**src/logic/acc_params.svh**
```systemverilog
// register map, field positions and codes of the aux converter block
`ifndef ACC_PARAMS_SVH
`define ACC_PARAMS_SVH

// ----------------------------------------------------------------------
// register offsets
// ----------------------------------------------------------------------
`define ACC_ADDR_FS 8'h17
`define ACC_ADDR_AVG_A 8'h18
`define ACC_ADDR_AVG_B 8'h19
`define ACC_ADDR_RES_FIRST 8'h1a
`define ACC_ADDR_RES_LAST 8'h21
`define ACC_ADDR_ADC_CTRL 8'h22
`define ACC_ADDR_CLK_DIV 8'h23
`define ACC_ADDR_DAC_A 8'h24
`define ACC_ADDR_DAC_B 8'h25
`define ACC_ADDR_DAC_C 8'h26
`define ACC_ADDR_DAC_UPD 8'h28
`define ACC_ADDR_DAC_PWR 8'h29

// ----------------------------------------------------------------------
// field positions
// ----------------------------------------------------------------------
`define ACC_BIT_REF_EN 1
`define ACC_BIT_REF_FS 0
`define ACC_BIT_START_AVG 7
`define ACC_BIT_PORT_EN 7
`define ACC_BIT_PORT_SEL 6
`define ACC_BIT_REFSEL_B 5
`define ACC_BIT_START_B 3
`define ACC_BIT_REFSEL_A 2
`define ACC_BIT_INSEL_A 1
`define ACC_BIT_START_A 0
`define ACC_BIT_SLAVE_EN 7

// ----------------------------------------------------------------------
// codes and default values
// ----------------------------------------------------------------------
`define ACC_CODE_UNUSED 3'h7
`define ACC_CODE_MAX 3'h6
`define ACC_CODE_SINGLE 3'h0
`define ACC_LEFT_ONE 7'h01
`define ACC_RES_IDX_A2 2'h0
`define ACC_RES_IDX_A1 2'h1
`define ACC_RES_IDX_B 2'h2
`define ACC_RDATA_NONE 8'h00

`endif

```
**src/logic/acc_pkg.sv**
```systemverilog
// types shared by the aux converter control block
package acc_pkg;

   // per-ADC conversion sequencer
   typedef enum logic [0:0] {
      ACC_IDLE,
      ACC_SAMPLE
   } acc_adc_state_t;

   // the whole state of the block
   typedef struct packed {
      logic [5:0] dac_fs;
      logic ref_en;
      logic ref_fs;
      logic [1:0][2:0] avg_code;
      logic port_en;
      logic port_sel;
      logic [1:0] ref_sel;
      logic input_sel;
      logic [1:0] clk_sel;
      logic [2:0][7:0] dac_pend;
      logic [2:0][7:0] dac_live;
      logic slave_en;
      logic [2:0] dac_pwr;
      logic [2:0][9:0] result;
      acc_adc_state_t [1:0] st;
      logic [1:0][6:0] left;
      logic [1:0][15:0] acc;
      logic [1:0][2:0] shift;
      logic a_src;
      logic [1:0] convert;
      logic [7:0] rdata;
      logic rvalid;
      logic cs_q1;
      logic cs_q2;
      logic cs_q3;
   } acc_state_t;

endpackage : acc_pkg

```
**src/logic/acc_aux_converter_control.sv**
```systemverilog
// aux ADC / aux DAC control logic behind the serial control registers
// Function
// - start-average bit is a self-clearing trigger
// - 3-bit code selects 1 to 64 samples
// - average lands in that ADC's result registers
// - aux chip-select pin may trigger averaging
// - latest result held read-only, 10-bit
// - result split: upper eight, lower two bits
// - aux port works only when enabled
// - port-select low means A, high B
// - reference select: low external, high internal
// - input select: low second, high first
// - start bits begin single conversion, read zero
// - 2-bit code picks aux ADC clock
// - 8-bit DAC words apply at write end
// - DAC words reset to zero
// - slave mode holds DAC outputs until update
// - update bits apply pending words, read zero
// - DAC powered only while power bit set
// - fullscale bit: low 3.0 V, high 2.5 V
// - separate DAC fullscale fields, bits 7-2
`timescale 1ns/1ps
`include "acc_params.svh"

module acc_aux_converter_control (
   // clock and reset
   input wire logic i_mclk,
   input wire logic i_srst,
   // decoded serial control port access
   input wire logic i_reg_wr,
   input wire logic i_reg_rd,
   input wire logic [7:0] i_reg_addr,
   input wire logic [7:0] i_reg_wdata,
   output logic [7:0] o_reg_rdata,
   output logic o_reg_rvalid,
   // aux serial port chip select pin
   input wire logic i_aux_cs_n,
   // aux ADC A
   output logic o_adc_a_convert,
   input wire logic i_adc_a_done,
   input wire logic [9:0] i_adc_a_data,
   output logic o_adc_a_input_select,
   output logic o_adc_a_ref_internal,
   // aux ADC B
   output logic o_adc_b_convert,
   input wire logic i_adc_b_done,
   input wire logic [9:0] i_adc_b_data,
   output logic o_adc_b_ref_internal,
   // shared aux ADC settings
   output logic [1:0] o_aux_adc_clock_selection,
   output logic o_ref_generator_enable,
   output logic o_internal_reference_fullscale,
   output logic o_aux_port_enable,
   output logic o_aux_port_target_select,
   // aux DACs
   output logic [7:0] o_dac_a_level,
   output logic [7:0] o_dac_b_level,
   output logic [7:0] o_dac_c_level,
   output logic [2:0] o_dac_power_up,
   output logic [5:0] o_dac_fullscale
);

   // ----------------------------------------------------------------------
   // state
   // ----------------------------------------------------------------------
   acc_pkg::acc_state_t s;
   acc_pkg::acc_state_t next_s;
   logic [1:0][9:0] adc_data;
   logic [1:0] adc_done;
   logic cs_fall;

   // channel 0 is ADC A, channel 1 is ADC B
   assign adc_data = {i_adc_b_data, i_adc_a_data};
   assign adc_done = {i_adc_b_done, i_adc_a_done};
   // falling chip select, taken from synchronised stages only
   assign cs_fall = s.cs_q3 & ~s.cs_q2;

   // ----------------------------------------------------------------------
   // next-state logic
   // ----------------------------------------------------------------------
   always_comb begin
      logic [7:0] roff;
      logic trig_avg;
      logic trig_pin;
      logic trig_single;
      logic [2:0] code;
      logic [15:0] sum;
      logic [1:0] ridx;
      logic [7:0] wsel;
      next_s = s;
      roff = 8'h00;
      trig_avg = 1'b0;
      trig_pin = 1'b0;
      trig_single = 1'b0;
      code = `ACC_CODE_SINGLE;
      sum = 16'h0000;
      ridx = `ACC_RES_IDX_A2;
      wsel = 8'h00;
      next_s.convert = 2'b00;
      next_s.rvalid = 1'b0;
      // two-stage synchroniser on the pin, third stage for edge detect
      next_s.cs_q1 = i_aux_cs_n;
      next_s.cs_q2 = s.cs_q1;
      next_s.cs_q3 = s.cs_q2;

      // register writes
      if (i_reg_wr) begin
         unique case (i_reg_addr)
            `ACC_ADDR_FS: begin
               next_s.dac_fs = i_reg_wdata[7:2];
               next_s.ref_en = i_reg_wdata[`ACC_BIT_REF_EN];
               next_s.ref_fs = i_reg_wdata[`ACC_BIT_REF_FS];
            end
            `ACC_ADDR_AVG_A, `ACC_ADDR_AVG_B: begin
               // unused code 111 is stored as the 64-sample code
               code = (i_reg_wdata[2:0] == `ACC_CODE_UNUSED) ?
                      `ACC_CODE_MAX : i_reg_wdata[2:0];
               next_s.avg_code[i_reg_addr[0]] = code;
            end
            `ACC_ADDR_ADC_CTRL: begin
               next_s.port_en = i_reg_wdata[`ACC_BIT_PORT_EN];
               next_s.port_sel = i_reg_wdata[`ACC_BIT_PORT_SEL];
               next_s.ref_sel[1] = i_reg_wdata[`ACC_BIT_REFSEL_B];
               next_s.ref_sel[0] = i_reg_wdata[`ACC_BIT_REFSEL_A];
               next_s.input_sel = i_reg_wdata[`ACC_BIT_INSEL_A];
            end
            `ACC_ADDR_CLK_DIV: begin
               next_s.clk_sel = i_reg_wdata[1:0];
            end
            `ACC_ADDR_DAC_A, `ACC_ADDR_DAC_B, `ACC_ADDR_DAC_C: begin
               wsel = i_reg_addr - `ACC_ADDR_DAC_A;
               next_s.dac_pend[wsel[1:0]] = i_reg_wdata;
               // outside slave mode the word drives the DAC at once
               if (!s.slave_en) begin
                  next_s.dac_live[wsel[1:0]] = i_reg_wdata;
               end
            end
            `ACC_ADDR_DAC_UPD: begin
               next_s.slave_en = i_reg_wdata[`ACC_BIT_SLAVE_EN];
               // update bits are not stored, so they always read low
               for (int d = 0; d < 3; d++) begin
                  if (i_reg_wdata[`ACC_BIT_SLAVE_EN] && i_reg_wdata[d]) begin
                     next_s.dac_live[d] = s.dac_pend[d];
                  end
               end
            end
            `ACC_ADDR_DAC_PWR: begin
               next_s.dac_pwr = i_reg_wdata[2:0];
            end
            default: begin
               // read-only or unmapped: write ignored
            end
         endcase
      end

      // conversion sequencers, one per aux ADC
      for (int c = 0; c < 2; c++) begin
         trig_avg = i_reg_wr && i_reg_wdata[`ACC_BIT_START_AVG] &&
                    (i_reg_addr == (c == 0 ? `ACC_ADDR_AVG_A :
                                             `ACC_ADDR_AVG_B));
         trig_pin = cs_fall && s.port_en &&
                    (s.port_sel == c[0]);
         trig_single = i_reg_wr && (i_reg_addr == `ACC_ADDR_ADC_CTRL) &&
                       i_reg_wdata[c == 0 ? `ACC_BIT_START_A :
                                            `ACC_BIT_START_B];
         unique case (s.st[c])
            acc_pkg::ACC_IDLE: begin
               // a trigger while busy is dropped, never queued
               if (trig_avg || trig_pin || trig_single) begin
                  if (trig_avg || trig_pin) begin
                     code = next_s.avg_code[c];
                  end else begin
                     code = `ACC_CODE_SINGLE;
                  end
                  next_s.left[c] = `ACC_LEFT_ONE << code;
                  next_s.shift[c] = code;
                  next_s.acc[c] = 16'h0000;
                  next_s.convert[c] = 1'b1;
                  next_s.st[c] = acc_pkg::ACC_SAMPLE;
                  if (c == 0) begin
                     next_s.a_src = next_s.input_sel;
                  end
               end
            end
            acc_pkg::ACC_SAMPLE: begin
               if (adc_done[c]) begin
                  sum = s.acc[c] + {6'h00, adc_data[c]};
                  if (s.left[c] == `ACC_LEFT_ONE) begin
                     if (c == 1) begin
                        ridx = `ACC_RES_IDX_B;
                     end else if (s.a_src) begin
                        ridx = `ACC_RES_IDX_A1;
                     end else begin
                        ridx = `ACC_RES_IDX_A2;
                     end
                     // sum of 2^n samples shifted by n keeps 10 bits
                     sum = sum >> s.shift[c];
                     next_s.result[ridx] = sum[9:0];
                     next_s.st[c] = acc_pkg::ACC_IDLE;
                  end else begin
                     next_s.acc[c] = sum;
                     next_s.left[c] = s.left[c] - `ACC_LEFT_ONE;
                     next_s.convert[c] = 1'b1;
                  end
               end
            end
         endcase
      end

      // register reads, answered one cycle later
      if (i_reg_rd) begin
         next_s.rvalid = 1'b1;
         next_s.rdata = `ACC_RDATA_NONE;
         unique case (i_reg_addr)
            `ACC_ADDR_FS: begin
               next_s.rdata = {s.dac_fs, s.ref_en, s.ref_fs};
            end
            `ACC_ADDR_AVG_A, `ACC_ADDR_AVG_B: begin
               next_s.rdata = {5'h00, s.avg_code[i_reg_addr[0]]};
            end
            `ACC_ADDR_ADC_CTRL: begin
               // bits 4 and 3 read low, bit 3 being the B start bit
               next_s.rdata = {s.port_en, s.port_sel, s.ref_sel[1], 1'b0,
                               1'b0, s.ref_sel[0], s.input_sel,
                               1'b0};
            end
            `ACC_ADDR_CLK_DIV: begin
               next_s.rdata = {6'h00, s.clk_sel};
            end
            `ACC_ADDR_DAC_A, `ACC_ADDR_DAC_B, `ACC_ADDR_DAC_C: begin
               roff = i_reg_addr - `ACC_ADDR_DAC_A;
               next_s.rdata = s.dac_pend[roff[1:0]];
            end
            `ACC_ADDR_DAC_UPD: begin
               next_s.rdata = {s.slave_en, 7'h00};
            end
            `ACC_ADDR_DAC_PWR: begin
               next_s.rdata = {5'h00, s.dac_pwr};
            end
            default: begin
               if (i_reg_addr >= `ACC_ADDR_RES_FIRST &&
                   i_reg_addr <= `ACC_ADDR_RES_LAST) begin
                  roff = i_reg_addr - `ACC_ADDR_RES_FIRST;
                  // even offset upper eight bits, odd lower two
                  if (roff[2:1] == 2'h3) begin
                     next_s.rdata = `ACC_RDATA_NONE;
                  end else if (roff[0]) begin
                     next_s.rdata = {6'h00,
                                     s.result[roff[2:1]][1:0]};
                  end else begin
                     next_s.rdata = s.result[roff[2:1]][9:2];
                  end
               end
            end
         endcase
      end
   end

   // ----------------------------------------------------------------------
   // state register
   // ----------------------------------------------------------------------
   always_ff @(posedge i_mclk) begin
      if (i_srst) begin
         s <= '0;
         // pin idles high; avoids a false edge after reset
         s.cs_q1 <= 1'b1;
         s.cs_q2 <= 1'b1;
         s.cs_q3 <= 1'b1;
      end else begin
         s <= next_s;
      end
   end

   // ----------------------------------------------------------------------
   // outputs
   // ----------------------------------------------------------------------
   assign o_reg_rdata = s.rdata;
   assign o_reg_rvalid = s.rvalid;
   assign o_adc_a_convert = s.convert[0];
   assign o_adc_b_convert = s.convert[1];
   assign o_adc_a_input_select = s.input_sel;
   assign o_adc_a_ref_internal = s.ref_sel[0];
   assign o_adc_b_ref_internal = s.ref_sel[1];
   assign o_aux_adc_clock_selection = s.clk_sel;
   assign o_ref_generator_enable = s.ref_en;
   // fullscale choice only matters with the generator on
   assign o_internal_reference_fullscale = s.ref_fs;
   assign o_aux_port_enable = s.port_en;
   assign o_aux_port_target_select = s.port_sel;
   assign o_dac_a_level = s.dac_live[0];
   assign o_dac_b_level = s.dac_live[1];
   assign o_dac_c_level = s.dac_live[2];
   assign o_dac_power_up = s.dac_pwr;
   assign o_dac_fullscale = s.dac_fs;
endmodule : acc_aux_converter_control

```
**config.mk**
```make
export PLATFORM = sky130hd
export DESIGN_NAME = acc_aux_converter_control
export DESIGN_NICKNAME = d
export VERILOG_FILES = /design/src/logic/acc_pkg.sv /design/src/logic/acc_aux_converter_control.sv
export VERILOG_INCLUDE_DIRS = /design/src /design/src/logic
export SDC_FILE = /design/constraint.sdc
export NUM_CORES = 1
export LEC_CHECK = 0
export ABC_AREA = 1
export BUFFER_PORTS_ARGS = -buffer_cell sky130_fd_sc_hd__buf_2
export CAP_MARGIN = 20
export CORE_MARGIN = 5
export CORE_UTILIZATION = 30
export DETAILED_ROUTE_END_ITERATION = 10
export MAX_ROUTING_LAYER = met4
export PLACE_DENSITY_LB_ADDON = 0.05
export SYNTH_ARGS = -nofsm -noshare
export SYNTH_HDL_FRONTEND = slang
export SYNTH_SLANG_ARGS = --single-unit
```
**constraint.sdc**
```tcl
create_clock -name i_mclk -period 2.3 [get_ports i_mclk]
set_input_delay 0.23 -clock i_mclk [delete_from_list [all_inputs] [get_ports i_mclk]]
set_output_delay 0.23 -clock i_mclk [all_outputs]
set_load 0.01 [all_outputs]
```
Yosys cells after proc, flatten, opt, wreduce, memory -nomap -nowiden

Index checks and enable logic that the tools add are counted.
W data, S select, Z words.

Add/subtract/negate cells: 6
Magnitude comparators: 11
Equal/unequal tests: 24
Shifts and indexed selects: 4
Multiplexer cells: 83
Bitwise operators: 5
Reductions and logical operators: 37

Operators by type and width:

| kind                 | number |
|---|---|
| $mux W30             | 4 |
| $mux W16             | 6 |
| $mux W65             | 1 |
| $mux W8              | 8 |
| $pmux W16 S2         | 2 |
| $mux W31             | 2 |
| $bwmux W30           | 2 |
| $eq A8 B6 Y1 const B | 7 |
| $pmux W8 S7          | 1 |
| $bwmux W24           | 2 |
| $mux W24             | 2 |
| $pmux W24 S2         | 1 |
| $mux W7              | 6 |
| $demux W10 S2        | 2 |
| $mux W3              | 11 |
| $add A16 B10 Y16     | 2 |
| $shr A16 B3 Y10      | 2 |
| $mux W10             | 3 |
| $pmux W7 S2          | 2 |
| $eq A8 B5 Y1 const B | 3 |
| $bmux W10 S2         | 1 |
| $ne A2 B2 Y1 const B | 10 |
| $logic_and A1 B1 Y1  | 17 |
| $bmux W8 S2          | 1 |
| other kinds (30)     | 72 |

Register bits: 172
Input port bits: 43
Output and inout bits: 53
Logic and storage cells: 206

Depth between registers and ports, before layout

Word-level depth: 16
Depth in mapped cells: 17
Depth with buffers taken out: 17

Worst setup path after synthesis

OpenSTA, ideal clock, no wires.

Path kind: register to register
Start: reg s[21] in the netlist's numbering
End: reg s[85] in the netlist's numbering
Setup time: 0.109 ns
Data arrival time: 1.887 ns
Data required time: 2.191 ns
Path slack: 0.304 ns
Stages on the path, launching flop included: 18
Path buffers: 0
Clock period less this slack: 1.996 ns
Cells stage by stage: dfxtp_1 > ha_1 > inv_1 > fa_1 > inv_1 > nand3_1 > nand2_1 > nand2_1 > nand3_1 > nand2_1 > nand2_1 > nand2_1 > nand2_1 > nand2_1 > nand3_1 > nand3_1 > nand2_1 > inv_1

Longest elaborated chain between the ends: 10

RTL lines:

| element                | line                             | source |
|---|---|---|
| from (decl)            | acc_aux_converter_control.sv:66  | `acc_pkg::acc_state_t s;` |
| from (signal assigned) | acc_aux_converter_control.sv:270 | `s <= next_s;` |
| $add A16 B10 Y16 (*)   | acc_aux_converter_control.sv:187 | `sum = s.acc[c] + {6'h00, adc_data[c]};` |
| $shr A16 B3 Y10 (*)    | acc_aux_converter_control.sv:197 | `sum = sum >> s.shift[c];` |
| $bwmux W30 (*)         | acc_aux_converter_control.sv:198 | `next_s.result[ridx] = sum[9:0];` |
| $mux W30 (*)           | acc_aux_converter_control.sv:188 | `` if (s.left[c] == `ACC_LEFT_ONE) begin `` |
| $mux W30 (*)           | acc_aux_converter_control.sv:186 | `if (adc_done[c]) begin` |
| $mux W30 (*)           | acc_aux_converter_control.sv:166 | `unique case (s.st[c])` |
| $bwmux W30             | acc_aux_converter_control.sv:198 |  |
| $mux W31               | acc_aux_converter_control.sv:188 |  |
| $mux W31               | acc_aux_converter_control.sv:186 |  |
| $mux W30 (*)           | acc_aux_converter_control.sv:166 |  |

Every way passes the cells marked *; elsewhere a longest branch is shown, timed or not.
A chain may end at the register's enable or synchronous reset.

Worst setup path after layout

Start: reg s[21] in the netlist's numbering
End: reg s[72] in the netlist's numbering

Same word-level chain as after synthesis.

==> summary.txt <==
STA
  – Setup TNS: 0 ns
  – RSZ-0062 raised after global routing: true
  – Final Hold Viols: 0
  – Max_slew headroom: 0.613
  – Pins Over Slew Limit: 0
  – Slew at the pin closest to its max-slew limit: 0.578 ns
  – Worst-case hold slack: 0.111 ns
  – F_max: 472 MHz
  – Tmin final: 2.12 ns
  – Final setup fails: 0
  – Final Cycle Share: 0.920
  – Clk_skew: 0.0145 ns

Route
  – Drt drc: 0
  – Post-DRT Antenna Nets: 0
  – Drt first-iter violations: 690
  – Via/cell ratio: 4.79
  – Routed wire per std cell: 16.2 um
  – DR vias: 10800
  – Pre-antenna DRT Iters: 5
  – Total Wirelength: 36300 um

Global routing
  – Initial antenna violation count: 0
  – Largest net degree at the start of global routing: 75
  – Vias in the first global route: 10700
  – First-pass GRT wire length: 59000 um
  – GR Overflow Total: 0
  – Total GRT Usage: 0.194

Synthesis
  – Post-Syn Area: 10600 um2
  – Ys async rst share: 0
  – Sequential area share after synthesis: 0.323
  – Leading post-synthesis cells by cell area: dfxtp_1 (32%), nand2_1 (13%), nand3_1 (9.8%)
  – Post-synth top area share: 0.323
  – Netlist cell types: 45
  – Post-synth EDFFs: 0
  – Mapped Nets: 1753
  – Gate Count Post-Synth: 1682
  – Top_reg_cell synth: dfxtp_1
  – Syn avg cell area: 6.33 um2
  – Number of synthesized register bits: 172
  – Most frequent cells after synthesis: nand2_1 (360), inv_1 (216), nand3_1 (209)
  – Count leader, synth: nand2_1
  – Synth Warn #: 0
  – Post-synthesis cell type with the largest combined area: dfxtp_1

Run status
  – Outcome: finished clean

Clock network
  – H-Tree Depth: 4
  – Root Buffer: clkbuf_16
  – Clock Tree Buf Depth: 2
  – CTS tree: built
  – CTS sink count: 172
  – CTS buffer count: 17
  – Clock Pin Slew Worst Setup and Hold Paths: 0.08 ns
  – Clock Latency Late Sink: 0.46 ns

Worst setup path
  – Data arrival, critical path: 2.47 ns
  – CP startpoint kind: flip-flop
  – Worst endpoint required time: 2.65 ns
  – CP Max Fanout: 3
  – Setup Crit Path Kind: reg2reg
  – Worst Setup End Kind: flip-flop

Finish
  – Multi-input gate area: 5930 um2
  – Layout area overhead: 17.6%
  – N_diodes: 0
  – Register Area: 3440 um2
  – Nets: 1846
  – Post-route cell area: 12500 um2
  – Layout cell share with drive strength beyond 1: 0.158
  – Fillers: 3907

Power
  – Cell Pwr Density: 517 nW/um2
  – Pleak: 5.57 nW
  – Tot Pwr: 6.47 mW
  – Peak VDD IR: 0.000541 V

Floorplan
  – Die Width: 198 um
  – Die ar.: 39400 um2
  – Num ports: 96
  – Vert. Die Dim: 198 um
  – Core area: 35300 um2
  – Site Rows: 69
  – Starting Density: 0.302

Placement
  – Area post-placement: 11800 um2
  – IO Port Bufs: 95
  – Detail Placement HPWL: 28300 um
  – Routability Congestion: 0.872

Hold path
  – Worst hold path type: in2reg

Run
  – Number of max-cap violations: 0
metal layers:
metal | vias up | part of all wire | GRT usage
met5 | - | 0 | -
met4 | 0 | 0.0086 | 0.0337
met3 | 21 | 0.030 | 0.0266
met2 | 168 | 0.45 | 0.303
met1 | 4943 | 0.51 | 0.273
li1 | 5637 | - | -
registers in the layout (all words and copies together) (netlist names), 2 cells and up:
register / count
o_dac_fullscale: 6
o_dac_c_level: 8
o_dac_a_level: 8
next_s: 2
o_dac_power_up: 3
s: 117
o_dac_b_level: 8
o_reg_rdata: 8
o_aux_adc_clock_selection: 2
worst paths after layout:
kind | slack (ns) | cells past startpoint | start | end
hold reg to reg | 0.41 | 1 | next_s[1] | next_s[0]
hold / removal | 0.11 | 3 | i_reg_wdata[4] | s[131]
setup / recovery | 0.18 | 14 | s[21] | s[72]
setup reg to reg | 0.18 | 14 | s[21] | s[72]
cell type report:
type | count | area share
multi-input combinational | 1182 | 0.474
tap | 461 | 0.0461
sequential | 172 | 0.275
clock buffer | 17 | 0.0340
timing repair buffer | 173 | 0.0902
inverter | 229 | 0.0687
clock inverter | 15 | 0.0124
kinds of logic after synthesis:
| kind of cell | share of synthesized area |
|---|---|
| AND/OR/NAND/NOR | 0.342 |
| buffers and inverters | 0.133 |
| AO/OA/AOI/OAI | 0.159 |
| flip-flops | 0.323 |
| adder cells (fa/ha/maj) | 0.0343 |
| XOR/XNOR | 0.00905 |
worst max-delay path, stage by stage (launching register included):
cell and delay (ns):
dfxtp_2 0.33, ha_2 0.18, inv_1 0.05, fa_2 0.34
inv_2 0.08, nand3_1 0.08, nand2_2 0.10, buf_4 0.12
xor2_2 0.07, nand2_1 0.06, nand2_1 0.07, o211ai_1 0.26
nand3_1 0.15, nand2_1 0.08, inv_1 0.03
timing repair:
item / 4_1_cts / 5_1_grt
endpoints found under the hold margin: 1 / 0
endpoints found under the setup margin: 0 / 30
buffers inserted: 0 / 3
hold buffers: 1 / 0
resized for setup: 0 / 35
layout by cell type (no fill, tap or decap), types with 5 or more instances in the layout:
master and count:
inv_2 12, nand4_1 15, buf_12 5, dfxtp_1 171, or2_2 13, o22ai_1 38, nand2_1 355, nand2_2 10
o21ai_0 108, nand3b_1 5, buf_4 73, nor3_1 19, clkbuf_16 17, a211oi_1 24, buf_2 94, nand3_1 196
nand3_2 14, a21oi_1 111, ha_2 6, ha_1 18, nor3_2 5, inv_1 215, xor2_1 5, nor2_1 193
report_power, final:
group	switching, mW	total, mW	internal (mW)
clock network	1.50	2.95	1.44
registers	0.00634	2.99	2.99
logic	0.349	0.528	0.179
metrics by stage:
stage / utilization / std cells / setup slack (ns)
after floorplan: - / 1682 / 0.304
after CTS: 0.350 / 2246 / 0.0284
after global routing: 0.355 / 2249 / -0.0237
after global placement: 0.333 / 2213 / 0.0716
after detailed placement: 0.333 / 2213 / 0.0650
final: 0.355 / 2249 / 0.183
(Power assumes the default switching activity.)
